===== src/logic/cifl_defs.vh =====
// Offsets, field positions and the control reset value of the interrupt flag block
`ifndef CIFL_DEFS_VH
`define CIFL_DEFS_VH
`define CIFL_OFF_CTRL        12'h000
`define CIFL_OFF_PERIPH      12'h004
`define CIFL_OFF_PORT_B      12'h008
`define CIFL_OFF_IRQ_STAT    12'h00C
`define CIFL_OFF_IRQ_MASK    12'h010
`define CIFL_BIT_GLOBAL_EN   7
`define CIFL_BIT_GROUP_EN    6
`define CIFL_BIT_OVF_EN      5
`define CIFL_BIT_PIN_EN      4
`define CIFL_BIT_CHG_EN      3
`define CIFL_BIT_OVF_FLAG    2
`define CIFL_BIT_PIN_FLAG    1
`define CIFL_BIT_CHG_FLAG    0
`define CIFL_CTRL_RESET      8'h00
`define CIFL_PERIPH_W        8
`define CIFL_STAT_W          3
`define CIFL_ST_OVF          0
`define CIFL_ST_PIN          1
`define CIFL_ST_CHG          2
`endif


===== src/logic/cifl_sync.v =====
// Two flip-flop synchroniser for a bank of pin inputs
`timescale 1ns/1ps
module cifl_sync #(
  parameter WIDTH = 1
) (
  // Clock and reset
  input  wire             clk,
  input  wire             rst,
  input  wire             ce,
  // Data
  input  wire [WIDTH-1:0] async_in,
  output reg  [WIDTH-1:0] sync_out
);
  reg [WIDTH-1:0] meta_q;

  always @(posedge clk)
  begin
    if (rst)
    begin
      meta_q   <= {WIDTH{1'b0}};
      sync_out <= {WIDTH{1'b0}};
    end
    else if (ce)
    begin
      meta_q   <= async_in;
      sync_out <= meta_q;
    end
  end
endmodule // cifl_sync


===== src/logic/cifl_core_irq.v =====
// Core interrupt control and flag register with APB access
//
// The register offsets and the APB register port were left to the implementer.
`timescale 1ns/1ps
`include "cifl_defs.vh"
module cifl_core_irq #(
  parameter PORT_B_W = 4
) (
  // Clock, reset, enable
  input  wire                      clk,
  input  wire                      rst,
  input  wire                      ce,
  // APB slave
  input  wire                      psel,
  input  wire                      penable,
  input  wire                      pwrite,
  input  wire [11:0]               paddr,
  input  wire [31:0]               pwdata,
  output wire [31:0]               prdata,
  output wire                      pready,
  output wire                      pslverr,
  // Event sources
  input  wire                      timer_zero_overflow,
  input  wire                      external_interrupt_pin,
  input  wire                      ext_edge_rising,
  input  wire [PORT_B_W-1:0]       port_b_pins,
  input  wire [`CIFL_PERIPH_W-1:0] periph_irq_pending,
  // Core request and block interrupt
  output wire                      core_irq_req,
  output wire                      irq
);
  reg  [7:0]          ctrl_q;
  reg  [PORT_B_W-1:0] port_b_latch_q;
  reg                 ext_prev_q;
  reg  [2:0]          stat_q;
  reg  [2:0]          mask_q;
  reg  [31:0]         prdata_q;
  reg  [31:0]         prdata_d;
  wire [PORT_B_W-1:0] port_b_s;
  wire                ext_s;
  wire                wr_en;
  wire                rd_en;
  wire                setup_rd;
  wire                wr_ctrl;
  wire                wr_stat;
  wire                wr_mask;
  wire                rd_port_b;
  wire                ext_rise;
  wire                ext_fall;
  wire                ext_edge;
  wire                rb_mismatch;
  wire                periph_req;
  wire                ovf_req;
  wire                pin_req;
  wire                chg_req;
  wire [2:0]          ev;
  wire [2:0]          ctrl_set;

  // Address compare
  function hit;
    input [11:0] a;
    input [11:0] off;
    begin
      hit = (a == off);
    end
  endfunction

  function mapped;
    input [11:0] a;
    begin
      mapped = hit(a, `CIFL_OFF_CTRL) | hit(a, `CIFL_OFF_PERIPH) |
               hit(a, `CIFL_OFF_PORT_B) | hit(a, `CIFL_OFF_IRQ_STAT) |
               hit(a, `CIFL_OFF_IRQ_MASK);
    end
  endfunction

  // Pin synchronisers
  cifl_sync #(
    .WIDTH (PORT_B_W + 1)
  ) u_sync (
    .clk      (clk),
    .rst      (rst),
    .ce       (ce),
    .async_in ({external_interrupt_pin, port_b_pins}),
    .sync_out ({ext_s, port_b_s})
  );

  // Bus qualifiers
  assign wr_en     = psel & penable & pwrite & ce;
  assign rd_en     = psel & penable & ~pwrite & ce;
  assign setup_rd  = psel & ~penable & ~pwrite & ce;
  assign wr_ctrl   = wr_en & hit(paddr, `CIFL_OFF_CTRL);
  assign wr_stat   = wr_en & hit(paddr, `CIFL_OFF_IRQ_STAT);
  assign wr_mask   = wr_en & hit(paddr, `CIFL_OFF_IRQ_MASK);
  assign rd_port_b = rd_en & hit(paddr, `CIFL_OFF_PORT_B);

  // Bus responses
  assign pready  = 1'b1;
  assign pslverr = psel & penable & ~mapped(paddr);
  assign prdata  = prdata_q;

  // Edge detection on the external pin
  assign ext_rise = ext_s & ~ext_prev_q;
  assign ext_fall = ~ext_s & ext_prev_q;
  assign ext_edge = ext_edge_rising ? ext_rise : ext_fall;

  // Mismatch against last port B read
  assign rb_mismatch = (port_b_s != port_b_latch_q);

  assign ev = {rb_mismatch, ext_edge, timer_zero_overflow};

  // Flag set terms, independent of any enable
  assign ctrl_set = {timer_zero_overflow, ext_edge, rb_mismatch};

  always @(posedge clk)
  begin
    if (rst)
    begin
      ctrl_q <= `CIFL_CTRL_RESET;
    end
    else if (ce)
    begin
      if (wr_ctrl)
      begin
        ctrl_q <= pwdata[7:0];
      end
      // Set wins over a software clear in the same cycle
      if (ctrl_set[2])
      begin
        ctrl_q[`CIFL_BIT_OVF_FLAG] <= 1'b1;
      end
      if (ctrl_set[1])
      begin
        ctrl_q[`CIFL_BIT_PIN_FLAG] <= 1'b1;
      end
      if (ctrl_set[0])
      begin
        ctrl_q[`CIFL_BIT_CHG_FLAG] <= 1'b1;
      end
    end
  end

  // Previous synchronised pin level
  always @(posedge clk)
  begin
    if (rst)
    begin
      ext_prev_q <= 1'b0;
    end
    else if (ce)
    begin
      ext_prev_q <= ext_s;
    end
  end

  // Port B read refreshes the mismatch latch
  always @(posedge clk)
  begin
    if (rst)
    begin
      port_b_latch_q <= {PORT_B_W{1'b0}};
    end
    else if (ce)
    begin
      if (rd_port_b)
      begin
        port_b_latch_q <= port_b_s;
      end
    end
  end

  // Sticky event status, write one to clear
  genvar gi;
  generate
    for (gi = 0; gi < `CIFL_STAT_W; gi = gi + 1)
    begin : g_stat
      always @(posedge clk)
      begin
        if (rst)
          stat_q[gi] <= 1'b0;
        else if (ce)
        begin
          if (ev[gi])
          begin
            stat_q[gi] <= 1'b1;
          end
          else if (wr_stat && pwdata[gi])
          begin
            stat_q[gi] <= 1'b0;
          end
        end
      end
    end
  endgenerate

  // Event mask register
  always @(posedge clk)
  begin
    if (rst)
    begin
      mask_q <= 3'h0;
    end
    else if (ce)
    begin
      if (wr_mask)
      begin
        mask_q <= pwdata[2:0];
      end
    end
  end

  // Read data selection
  always @*
  begin
    prdata_d = 32'h00000000;
    case (paddr)
      `CIFL_OFF_CTRL:
      begin
        prdata_d = {24'h000000, ctrl_q};
      end
      `CIFL_OFF_PERIPH:
      begin
        prdata_d = {24'h000000, periph_irq_pending};
      end
      `CIFL_OFF_PORT_B:
      begin
        prdata_d = {{(32-PORT_B_W){1'b0}}, port_b_s};
      end
      `CIFL_OFF_IRQ_STAT:
      begin
        prdata_d = {29'h00000000, stat_q};
      end
      `CIFL_OFF_IRQ_MASK:
      begin
        prdata_d = {29'h00000000, mask_q};
      end
      default:
      begin
        prdata_d = 32'h00000000;
      end
    endcase
  end

  // Read data register, loaded in the setup cycle
  always @(posedge clk)
  begin
    if (rst)
    begin
      prdata_q <= 32'h00000000;
    end
    else if (setup_rd)
    begin
      prdata_q <= prdata_d;
    end
  end

  // Per-source request terms
  assign ovf_req = ctrl_q[`CIFL_BIT_OVF_EN] & ctrl_q[`CIFL_BIT_OVF_FLAG];
  assign pin_req = ctrl_q[`CIFL_BIT_PIN_EN] & ctrl_q[`CIFL_BIT_PIN_FLAG];
  assign chg_req = ctrl_q[`CIFL_BIT_CHG_EN] & ctrl_q[`CIFL_BIT_CHG_FLAG];

  // Peripheral group gate
  assign periph_req = ctrl_q[`CIFL_BIT_GROUP_EN] & (|periph_irq_pending);

  // Core request under the global enable
  assign core_irq_req = ctrl_q[`CIFL_BIT_GLOBAL_EN] &
    (ovf_req | pin_req | chg_req | periph_req);

  // Block interrupt from masked sticky status
  assign irq = |(stat_q & mask_q);
endmodule // cifl_core_irq


===== config.mk =====
export PLATFORM = sky130hd
export DESIGN_NAME = cifl_core_irq
export DESIGN_NICKNAME = d
export VERILOG_FILES = /design/src/logic/cifl_sync.v /design/src/logic/cifl_core_irq.v
export VERILOG_INCLUDE_DIRS = /design/src /design/src/logic
export SDC_FILE = /design/constraint.sdc
export NUM_CORES = 1
export LEC_CHECK = 0
export BUFFER_PORTS_ARGS = -buffer_cell sky130_fd_sc_hd__buf_2
export CORE_MARGIN = 2
export CORE_UTILIZATION = 41
export CTS_BUF_LIST = sky130_fd_sc_hd__clkbuf_16
export DETAILED_ROUTE_END_ITERATION = 12
export GPL_TIMING_DRIVEN = 1
export PLACE_DENSITY = 0.76
export SETUP_SLACK_MARGIN = 0.3
export SYNTH_ARGS = -nofsm -noshare
export SYNTH_HDL_FRONTEND = slang
export SYNTH_SLANG_ARGS = --single-unit

===== constraint.sdc =====
create_clock -name clk -period 1.75 [get_ports clk]
set_input_delay 0.35 -clock clk [delete_from_list [all_inputs] [get_ports clk]]
set_output_delay 0.35 -clock clk [all_outputs]
set_load 0.02 [all_outputs]

# Word level (Yosys, flattened, before mapping)
# Index checks and enable logic that the tools add are counted.
# classes
n_eq_ne	5
muxes	12
bitwise_logic	33
n_reduce_logical	21
# op_table
cell	n
$pmux 8 s5	1
$eq 12x4->1 const B	2
$and 1x1->1	20
$reduce_and 2->1	9
$eq 12x3->1 const B	1
$eq 12x5->1 const B	1
$logic_not 12->1	1
$reduce_bool 2->1	6
$mux 1	10
$reduce_or 8->1	1
$or 1x1->1	7
$not 1->1	5
$ne 4x4->1	1
$and 3x3->3	1
$logic_and 1x1->1	3
$mux 3	1
$reduce_or 3->1	1
# totals
ff_bits	61
wordCells	84

# Logic depth before layout (Yosys ltp)
# Gate-level depths: netlist of the first run.
# logic_depth
word_depth	7
depth_mapped	6
mapped_depth_nobuf	4

# Modules after synthesis
# From an unflattened synthesis of the first run, not the netlist that was laid out.
# hier_totals
cells_unflattened	232
hier_area_um2	2011.9
# by_module_without_submodules
mod	instances	cells_per_inst	area_per_inst_um2
cifl_core_irq	1	200	1659.1
cifl_sync	1	32	352.8

# Least setup slack after synthesis of the first run
# No wires, ideal clock.
# synth_timing
path_type	input to register
from	input paddr[4]
to	register port_b_latch_q[0]
setup_ns	0.132
arrival_time_ns	1.670
slack_ns	-0.052
cell_stages	5
n_path_buf	1
path_cell_list	buf_6 -> or4_4 -> or4b_4 -> o21ai_1 -> a21oi_1
# synth_via
elab_chain_cells	3
# synth_lines
element	line	source
from (decl)	cifl_core_irq.v:17	input wire [11:0] paddr,
$eq 12x4->1	cifl_core_irq.v:64	hit = (a == off);
$and 1x1->1	cifl_core_irq.v:95	assign rd_port_b = rd_en & hit(paddr, `CIFL_OFF_PORT_B);
$reduce_and 2->1 (no line)	n/a	
to (signal assigned)	cifl_core_irq.v:161	port_b_latch_q <= {PORT_B_W{1'b0}};
to (signal assigned)	cifl_core_irq.v:167	port_b_latch_q <= port_b_s;
to (decl)	cifl_core_irq.v:33	reg [PORT_B_W-1:0] port_b_latch_q;
# No other way between the ends.
# A chain may end at the register's enable or synchronous reset.

# Final worst setup path of the first run
# layout_timing
from	input periph_irq_pending[7]
to	output core_irq_req
# layout_via
elab_chain_cells	4
# layout_lines
element	line	source
from (decl)	cifl_core_irq.v:27	input wire [`CIFL_PERIPH_W-1:0] periph_irq_pending,
$reduce_or 8->1	cifl_core_irq.v:263	assign periph_req = ctrl_q[`CIFL_BIT_GROUP_EN] & (|periph_irq_pending);
$and 1x1->1	cifl_core_irq.v:263	
$or 1x1->1	cifl_core_irq.v:267	(ovf_req | pin_req | chg_req | periph_req);
$and 1x1->1	cifl_core_irq.v:266	assign core_irq_req = ctrl_q[`CIFL_BIT_GLOBAL_EN] &
to (decl)	cifl_core_irq.v:29	output wire core_irq_req,
# No other way between the ends.

==> summary.txt, run 1 <==
Placed design
  • Post-Place Setup Slack: -186 ps
  • RePlAce Congestion: 0.907
  • Port Buffer Count: 51
  • HPWL after detailed placement: 3820 µm

Route
  • Total wirelength of the detailed-routed design: 5440 µm
  • DR iter-0 viols: 281
  • Number of remaining DRC errors: 0
  • Router iterations before antenna repair: 5
  • Vias per std cell: 5.43
  • Routed Antenna Nets: 0
  • Routed vias: 2,031
  • Avg WL per Cell: 14.5 µm

Floorplan
  • Effective utilization at floorplan: 42.6%
  • Core Area: 4750 µm²
  • Number of standard-cell rows in the floorplan: 25
  • Die outline area: 5520 µm²
  • Die width: 74.3 µm
  • Vertical die dimension: 74.3 µm
  • IO Count: 101

Job
  • Number of maximum-capacitance violations: 0

GRT
  • Global-route wire length before repair: 8580 µm
  • Final global-route overflow total: 0
  • Vias in the first global route: 1,884
  • Pin count of the biggest net entering global routing: 34
  • Antenna violations before repair: 0
  • Global router's overall resource usage: 20.5%

STA
  • Highest Clock Rate: 590 MHz
  • Least setup slack across all paths after layout: 56.5 ps
  • Period minus WS final: 1690 ps
  • Final critical-path share of the clock period: 96.8%
  • Worst setup skew after layout: 4.30 ps
  • Setup repair after global routing missed its margin: yes
  • Pins over their slew limit: 0
  • Final hold slack: 299 ps
  • Setup-failing EPs final: 0
  • Hold Fails Final Rpt: 0

Synthesis
  • Number of synthesized flops with an enable pin: 0
  • Synth warn: 0
  • Sequential cell area fraction in the yosys report: 36.6%
  • Flip-flop cell with the highest count after synthesis: sky130_fd_sc_hd__dfxtp_1
  • Area fraction of the dominant cell type after synthesis: 36.6%
  • Cell accounting for the most synthesized area: sky130_fd_sc_hd__dfxtp_1
  • Flip-flop and latch count after synthesis: 37
  • Synth area leaders: sky130_fd_sc_hd__dfxtp_1, sky130_fd_sc_hd__buf_4, sky130_fd_sc_hd__mux2i_1
  • Number of instances in the synthesized netlist: 237
  • Async set-reset flop share out of synthesis: 0%
  • Total standard cell area after synthesis: 2030 µm²
  • Mapped Avg Cell Area: 8.55 µm²
  • Number of distinct library cells after synthesis: 45

Setup path
  • CP startpoint: periph_irq_pending[7]
  • Levels on crit path: 5
  • Maximum fanout count along the critical path: 2
  • End of the critical path: core_irq_req
  • Arrival time at the worst endpoint: 1340 ps
  • Startpoint class of the critical path: input port
  • RR Endpoint: ctrl_q[1]
  • Cell type with the highest occurrence count on the critical path: sky130_fd_sc_hd__buf_6
  • Worst Path Required: 1400 ps
  • Type of element capturing the critical path: primary output
  • Reg2Reg Depth: 4
  • Reg2Reg Launch Point: u_sync.sync_out[4]
  • Delay contributed by the slowest stage of the critical path: 520 ps
  • Crit path cell chain: buf_6 > or4_4 > o21ai_2 > a21boi_2 > buf_6
  • Crit Path Class: in2out
  • Register-to-register setup slack: 510 ps
  • Slowest CP cell: sky130_fd_sc_hd__or4_4
  • Sum of buffers and inverters on the critical path: 2
  • Critical path's top delay family: simple AND/OR/NAND/NOR gates

Cells and area
  • Most used cells in the layout excluding fill and tap cells: sky130_fd_sc_hd__buf_2, sky130_fd_sc_hd__dfxtp_1, sky130_fd_sc_hd__conb_1, sky130_fd_sc_hd__buf_4, sky130_fd_sc_hd__nor2_1
  • Number of nets in the final layout: 371
  • Layout overhead on the synthesized area: 41.3%
  • Most frequent standard cell in the layout excluding fill and tap cells: sky130_fd_sc_hd__buf_2
  • Share of post-route cells with drive strength above 1: 42.7%
  • Number of antenna repair diodes: 0

Clock tree
  • Clock tree from TritonCTS: built
  • Clock sink count: 37
  • Depth of the CTS H-tree: 2
  • Clock latency reported for the late side of the worst-skew pair: 280 ps
  • Count of hold-fix buffers inserted at cts: 0
  • Clock root buffer: sky130_fd_sc_hd__clkbuf_16
  • Number of buffers created by CTS: 5
  • CTS Buffer Depth: 2
  • Reg clk slew, reported paths: 50 ps

Hold path
  • Min-Delay Path Depth: 3
  • Class of the tightest hold or removal check: in2reg

Power and ir drop
  • P per Cell Area: 762 nW/µm²
  • Leakage power: 1.15 nW
  • Worst ir drop on vdd: 0.556 mV

Status
  • Outcome: complete, no violations
[tightest hold or removal path, cell delays in order]
cell and delay [ps]:
sky130_fd_sc_hd__buf_2 70, sky130_fd_sc_hd__mux2i_1 50, sky130_fd_sc_hd__nor2_1 70
[registers in the layout (all words and copies together) (netlist names)]
register / cells
stat_q: 3
u_sync.meta_q: 5
prdata: 8
port_b_latch_q: 4
u_sync.sync_out: 5
ctrl_q: 8
mask_q: 3
ext_prev_q: 1
[worst min-delay path by stage]
stage	slack (ps)	startpoint	endpoint
2_1_floorplan	450	stat_q[0]	stat_q[0]
3_3_place_gp	430	prdata[4]	prdata[4]
3_5_place_dp	440	prdata[7]	prdata[7]
4_1_cts	300	port_b_pins[3]	u_sync.meta_q[3]
5_1_grt	320	pwdata[3]	ctrl_q[3]
6_report	300	port_b_pins[3]	u_sync.meta_q[3]
[area by class of cell]
class / instances / area (µm²)
Fill cell: 447 / 1890
Multi-Input combinational cell: 183 / 1330
Sequential cell: 37 / 743
Timing Repair Buffer: 78 / 541
Clock buffer: 5 / 125
Tap cell: 67 / 83.8
Clock inverter: 3 / 37.5
Inverter: 1 / 3.75
[metrics by stage]
stage          power, mW  cell area (µm²)  util, %  TNS (ps)  std cells
2_1_floorplan       1.09             2150        -    -0.872        260
3_3_place_gp        1.15             2390     50.3      -649        361
3_5_place_dp        1.16             2390     50.3      -977        361
4_1_cts             2.16             2660     56.0         0        373
5_1_grt             2.26             2860     60.2         0        374
6_report            2.18             2860     60.2         0        374
[synthesized netlist by cell type, drive strengths merged, types with 2 or more instances]
cell and instances:
a221oi 2, nor4 5, a22oi 2, a211oi 3
nand3 19, mux4 2, a21oi 18, clkbuf 7
a222oi 2, o21ai 18, or4 4, nand4 4
xnor2 4, mux2i 13, conb 2, buf 32
dfxtp 37, o41ai 3, and4 3, nor3 6
nor2 18, and3 2, nand2 10, nand2b 2
a32oi 4, nor2b 2
[routing by layer]
metal	track usage (%)	share of wire, %	vias to the layer above
li1	-	-	968
met4	7.34	3.0	0
met3	6.10	8.4	24
met2	34.9	49	102
met1	24.6	39	937
met5	0	0	-
[cell families after synthesis]
kind of cell    share of synthesized area [%]
simple gates                             22.2
compound gates                           17.5
buf+inv                                  12.9
flops                                    36.6
mux                                      8.65
xor+xnor                                 1.73
other cells                             0.371
[where the power goes]
group,total [mW],leakage (nW),switching (mW),internal (mW)
Sequential,0.882,0.301,0.0172,0.864
Combinational,0.301,0.765,0.179,0.122
Clock,0.999,0.0826,0.338,0.661
[repair_timing]
action	in CTS	in global routing
pin swaps	17	24
setup endpoints to repair	13	29
resized for setup	23	44
buffers inserted	4	1
No activity file was read; power rests on OpenSTA's default activity.
==> run 2, diff against run 1 <==
SYNTH_HIERARCHICAL = 1   (was default)
==> summary.txt, run 2 <==
Status
  • Outcome: finished with violations
  • Failing checks: negative setup slack

Power and ir drop
  • Net switching power: 550 µW (+3.0%)
  • Comb pwr share: 14.8% (+1.0 points)
  • Worst ir drop on vdd: 0.504 mV (-9.4%)
  • Leakage power: 1.22 nW (+6.2%)
  • Sw frac: 26.7% (+2.2 points)
  • Internal power component: 1.51 mW (-8.1%)
  • Relative contribution of sequential cells to total power: 42.6% (+2.2 points)
  • P per Cell Area: 724 nW/µm² (-5.0%)
  • Clock group share of total power: 42.6% (-3.2 points)

Synthesis
  • Synth area leaders: sky130_fd_sc_hd__dfxtp_1, sky130_fd_sc_hd__mux2i_1, sky130_fd_sc_hd__buf_4
  • Cell accounting for the most synthesized area: sky130_fd_sc_hd__dfxtp_1
  • Async set-reset flop share out of synthesis: 0% (unchanged)
  • Total standard cell area after synthesis: 2010 µm² (-0.68%)
  • Post-synth top cells: sky130_fd_sc_hd__dfxtp_1, sky130_fd_sc_hd__mux2i_1, sky130_fd_sc_hd__buf_4
  • Flip-flop cell with the highest count after synthesis: sky130_fd_sc_hd__dfxtp_1
  • Number of synthesized flops with an enable pin: 0 (unchanged)
  • Synth warn: 6 (+6)
  • Flip-flop and latch count after synthesis: 37 (unchanged)
  • Cell with the most instances after synthesis: sky130_fd_sc_hd__dfxtp_1
  • Area fraction of the dominant cell type after synthesis: 36.8% (+0.25 points)
  • Mapped Avg Cell Area: 8.67 µm² (+1.5%)
  • Number of distinct library cells after synthesis: 37 (-18%)
  • Sequential cell area fraction in the yosys report: 36.8% (+0.25 points)
  • Number of instances in the synthesized netlist: 232 (-2.1%)

GRT
  • Antenna violations before repair: 0 (unchanged)
  • Pin count of the biggest net entering global routing: 35 (+2.9%)
  • Global router's overall resource usage: 19.4% (-1.1 points)
  • Global-route wire length before repair: 8180 µm (-4.7%)
  • Final global-route overflow total: 0 (unchanged)
  • Vias in the first global route: 1,790 (-5.0%)

Cells and area
  • Layout overhead on the synthesized area: 41.7%
  • Filler cell count in the final layout: 417 (-6.7%)
  • Share of post-route cells with drive strength above 1: 39.7% (-2.9 points)
  • Cell area after layout: 2850 µm² (-0.44%)
  • Most used cells in the layout excluding fill and tap cells: sky130_fd_sc_hd__buf_2, sky130_fd_sc_hd__dfxtp_1, sky130_fd_sc_hd__buf_4, sky130_fd_sc_hd__mux2i_1, sky130_fd_sc_hd__conb_1
  • Most frequent standard cell in the layout excluding fill and tap cells: sky130_fd_sc_hd__buf_2
  • Number of nets in the final layout: 376 (+1.3%)
  • Number of antenna repair diodes: 0 (unchanged)

Route
  • Router iterations before antenna repair: 4 (-1)
  • Avg WL per Cell: 14.2 µm (-2.5%)
  • Routed vias: 1,982 (-2.4%)
  • Vias per std cell: 5.23 (-3.7%)
  • Total wirelength of the detailed-routed design: 5380 µm (-1.2%)
  • DR iter-0 viols: 96 (-66%)
  • Routed Antenna Nets: 0 (unchanged)
  • Number of remaining DRC errors: 0 (unchanged)

Setup path
  • Crit Path Class: in2out
  • Sum of buffers and inverters on the critical path: 2 (unchanged)
  • Arrival time at the worst endpoint: 1400 ps (+60 ps)
  • Maximum fanout count along the critical path: 3 (+1)
  • Cell type with the highest occurrence count on the critical path: sky130_fd_sc_hd__buf_6
  • Type of element capturing the critical path: primary output
  • Critical path's top delay family: simple AND/OR/NAND/NOR gates
  • Delay contributed by the slowest stage of the critical path: 560 ps (+40 ps)
  • Slowest CP cell: sky130_fd_sc_hd__or4_4
  • Worst Path Required: 1400 ps (about the same)
  • Startpoint class of the critical path: input port
  • Crit path cell chain: buf_6 > or4_4 > nor2_4 > a31oi_4 > buf_6

Clock tree
  • Clock root buffer: sky130_fd_sc_hd__clkbuf_16
  • Reg clk slew, reported paths: 60 ps (about the same)
  • Number of buffers created by CTS: 5 (unchanged)
  • Depth of the CTS H-tree: 2 (unchanged)
  • Count of hold-fix buffers inserted at cts: 0 (unchanged)
  • Clock sink count: 37 (unchanged)
  • Clock tree from TritonCTS: built
  • CTS Buffer Depth: 2 (unchanged)
  • Clock latency reported for the late side of the worst-skew pair: 280 ps (about the same)

STA
  • Final critical-path share of the clock period: 100% (+3.3 points)
  • Hold Fails Final Rpt: 0 (unchanged)
  • Total negative slack: -0.434 ps (-0.434 ps)
  • Pins over their slew limit: 0 (unchanged)
  • Highest Clock Rate: 571 MHz (-3.2%)
  • Worst slew margin relative to its limit: 63.0%
  • Setup-failing EPs final: 1 (+1)
  • Setup repair after global routing missed its margin: yes
  • Worst setup skew after layout: 2.34 ps (-1.96 ps)
  • Least setup slack across all paths after layout: -0.434 ps (-56.9 ps)
  • Slew at the pin with the worst max-slew slack: 548 ps
  • Period minus WS final: 1750 ps (+56.9 ps)

Job
  • Number of maximum-capacitance violations: 0 (unchanged)

Floorplan
  • Number of standard-cell rows in the floorplan: 25 (unchanged)
  • Core Area: 4720 µm² (-0.66%)
  • IO Count: 101 (unchanged)
  • Effective utilization at floorplan: 42.6% (about the same)
  • Die width: 74.1 µm (-0.32%)
  • Die outline area: 5480 µm² (-0.65%)
  • Vertical die dimension: 74.1 µm (-0.32%)

Placed design
  • Port Buffer Count: 51 (unchanged)
  • RePlAce Congestion: 0.810 (-11%)
  • Placement-stage cell area: 2470 µm² (+3.2%)
  • HPWL after detailed placement: 3750 µm (-1.8%)

Hold path
  • Class of the tightest hold or removal check: in2reg
## run 2: final cells by class
cell class	instances	area [µm²]	area share [%]
Multi-Input combinational cell	179	1260	44.3
Sequential cell	37	744	26.1
Timing Repair Buffer	86	609	21.4
Clock buffer	5	125	4.39
Tap cell	67	83.8	2.94
Clock inverter	3	17.5	0.615
Inverter	2	7.51	0.263
## run 2: metrics by stage
step	hold WS (ps)	cells	setup slack (ps)	util (%)	total power, mW
2_1_floorplan	460	255	-237	-	1.10
3_5_place_dp	444	359	-247	52.2	1.16
4_1_cts	301	375	3.45	58.5	2.06
6_report	301	379	-0.434	60.3	2.06
3_3_place_gp	440	359	-240	52.2	1.16
5_1_grt	323	379	-52.3	60.3	2.13
## run 2: worst register-to-register path, cell delays in order, from the launching register on
cell and delay, ps:
sky130_fd_sc_hd__dfxtp_1 350, sky130_fd_sc_hd__xor2_1 160, sky130_fd_sc_hd__o41ai_1 580, sky130_fd_sc_hd__a21oi_1 130
## run 2: what timing repair did
| item | in CTS | in global routing |
|---|---|---|
| setup buffers | 8 | 4 |
| pin swaps | 10 | 12 |
| setup endpoints to repair | 21 | 27 |
| resized for setup | 22 | 19 |
## run 2: cell families (layout without fill, tap and decap cells)
family / Yosys count / after routing / share of synthesized area [%]
other cells: 2 / 25 / 0.373
xor+xnor: 4 / 4 / 1.74
compound gates: 49 / 49 / 14.9
simple gates: 74 / 74 / 20.3
buf+inv: 39 / 96 / 12.4
flops: 37 / 37 / 36.8
mux: 27 / 27 / 13.4
## run 2: power by group through the flow
stage | sequential (mW) | clock (mW) | combinational [mW]
3_5_place_dp | 0.897 | 0 | 0.264
4_1_cts | 0.878 | 0.889 | 0.288
6_report | 0.879 | 0.879 | 0.306
3_3_place_gp | 0.897 | 0 | 0.261
2_1_floorplan | 0.894 | 0 | 0.202
5_1_grt | 0.880 | 0.919 | 0.330
## run 2: worst paths after layout
check | startpoint | end | slack [ps] | depth (start not counted)
worst max-delay path | paddr[11] | pslverr | -0.4 | 5
worst min-delay path | port_b_pins[2] | u_sync/meta_q[2] | 300 | 3
worst max register to register | u_sync/sync_out[1] | stat_q[2] | 390 | 3
worst min register to register | prdata[3] | prdata[3] | 460 | 2
## run 2: layer usage
layer	up-vias	track usage, %	wire length, µm
met4	0	8.48	112
li1	959	-	-
met1	911	24.5	2290
met5	-	0	0
met3	11	3.52	357
met2	101	32.5	2620
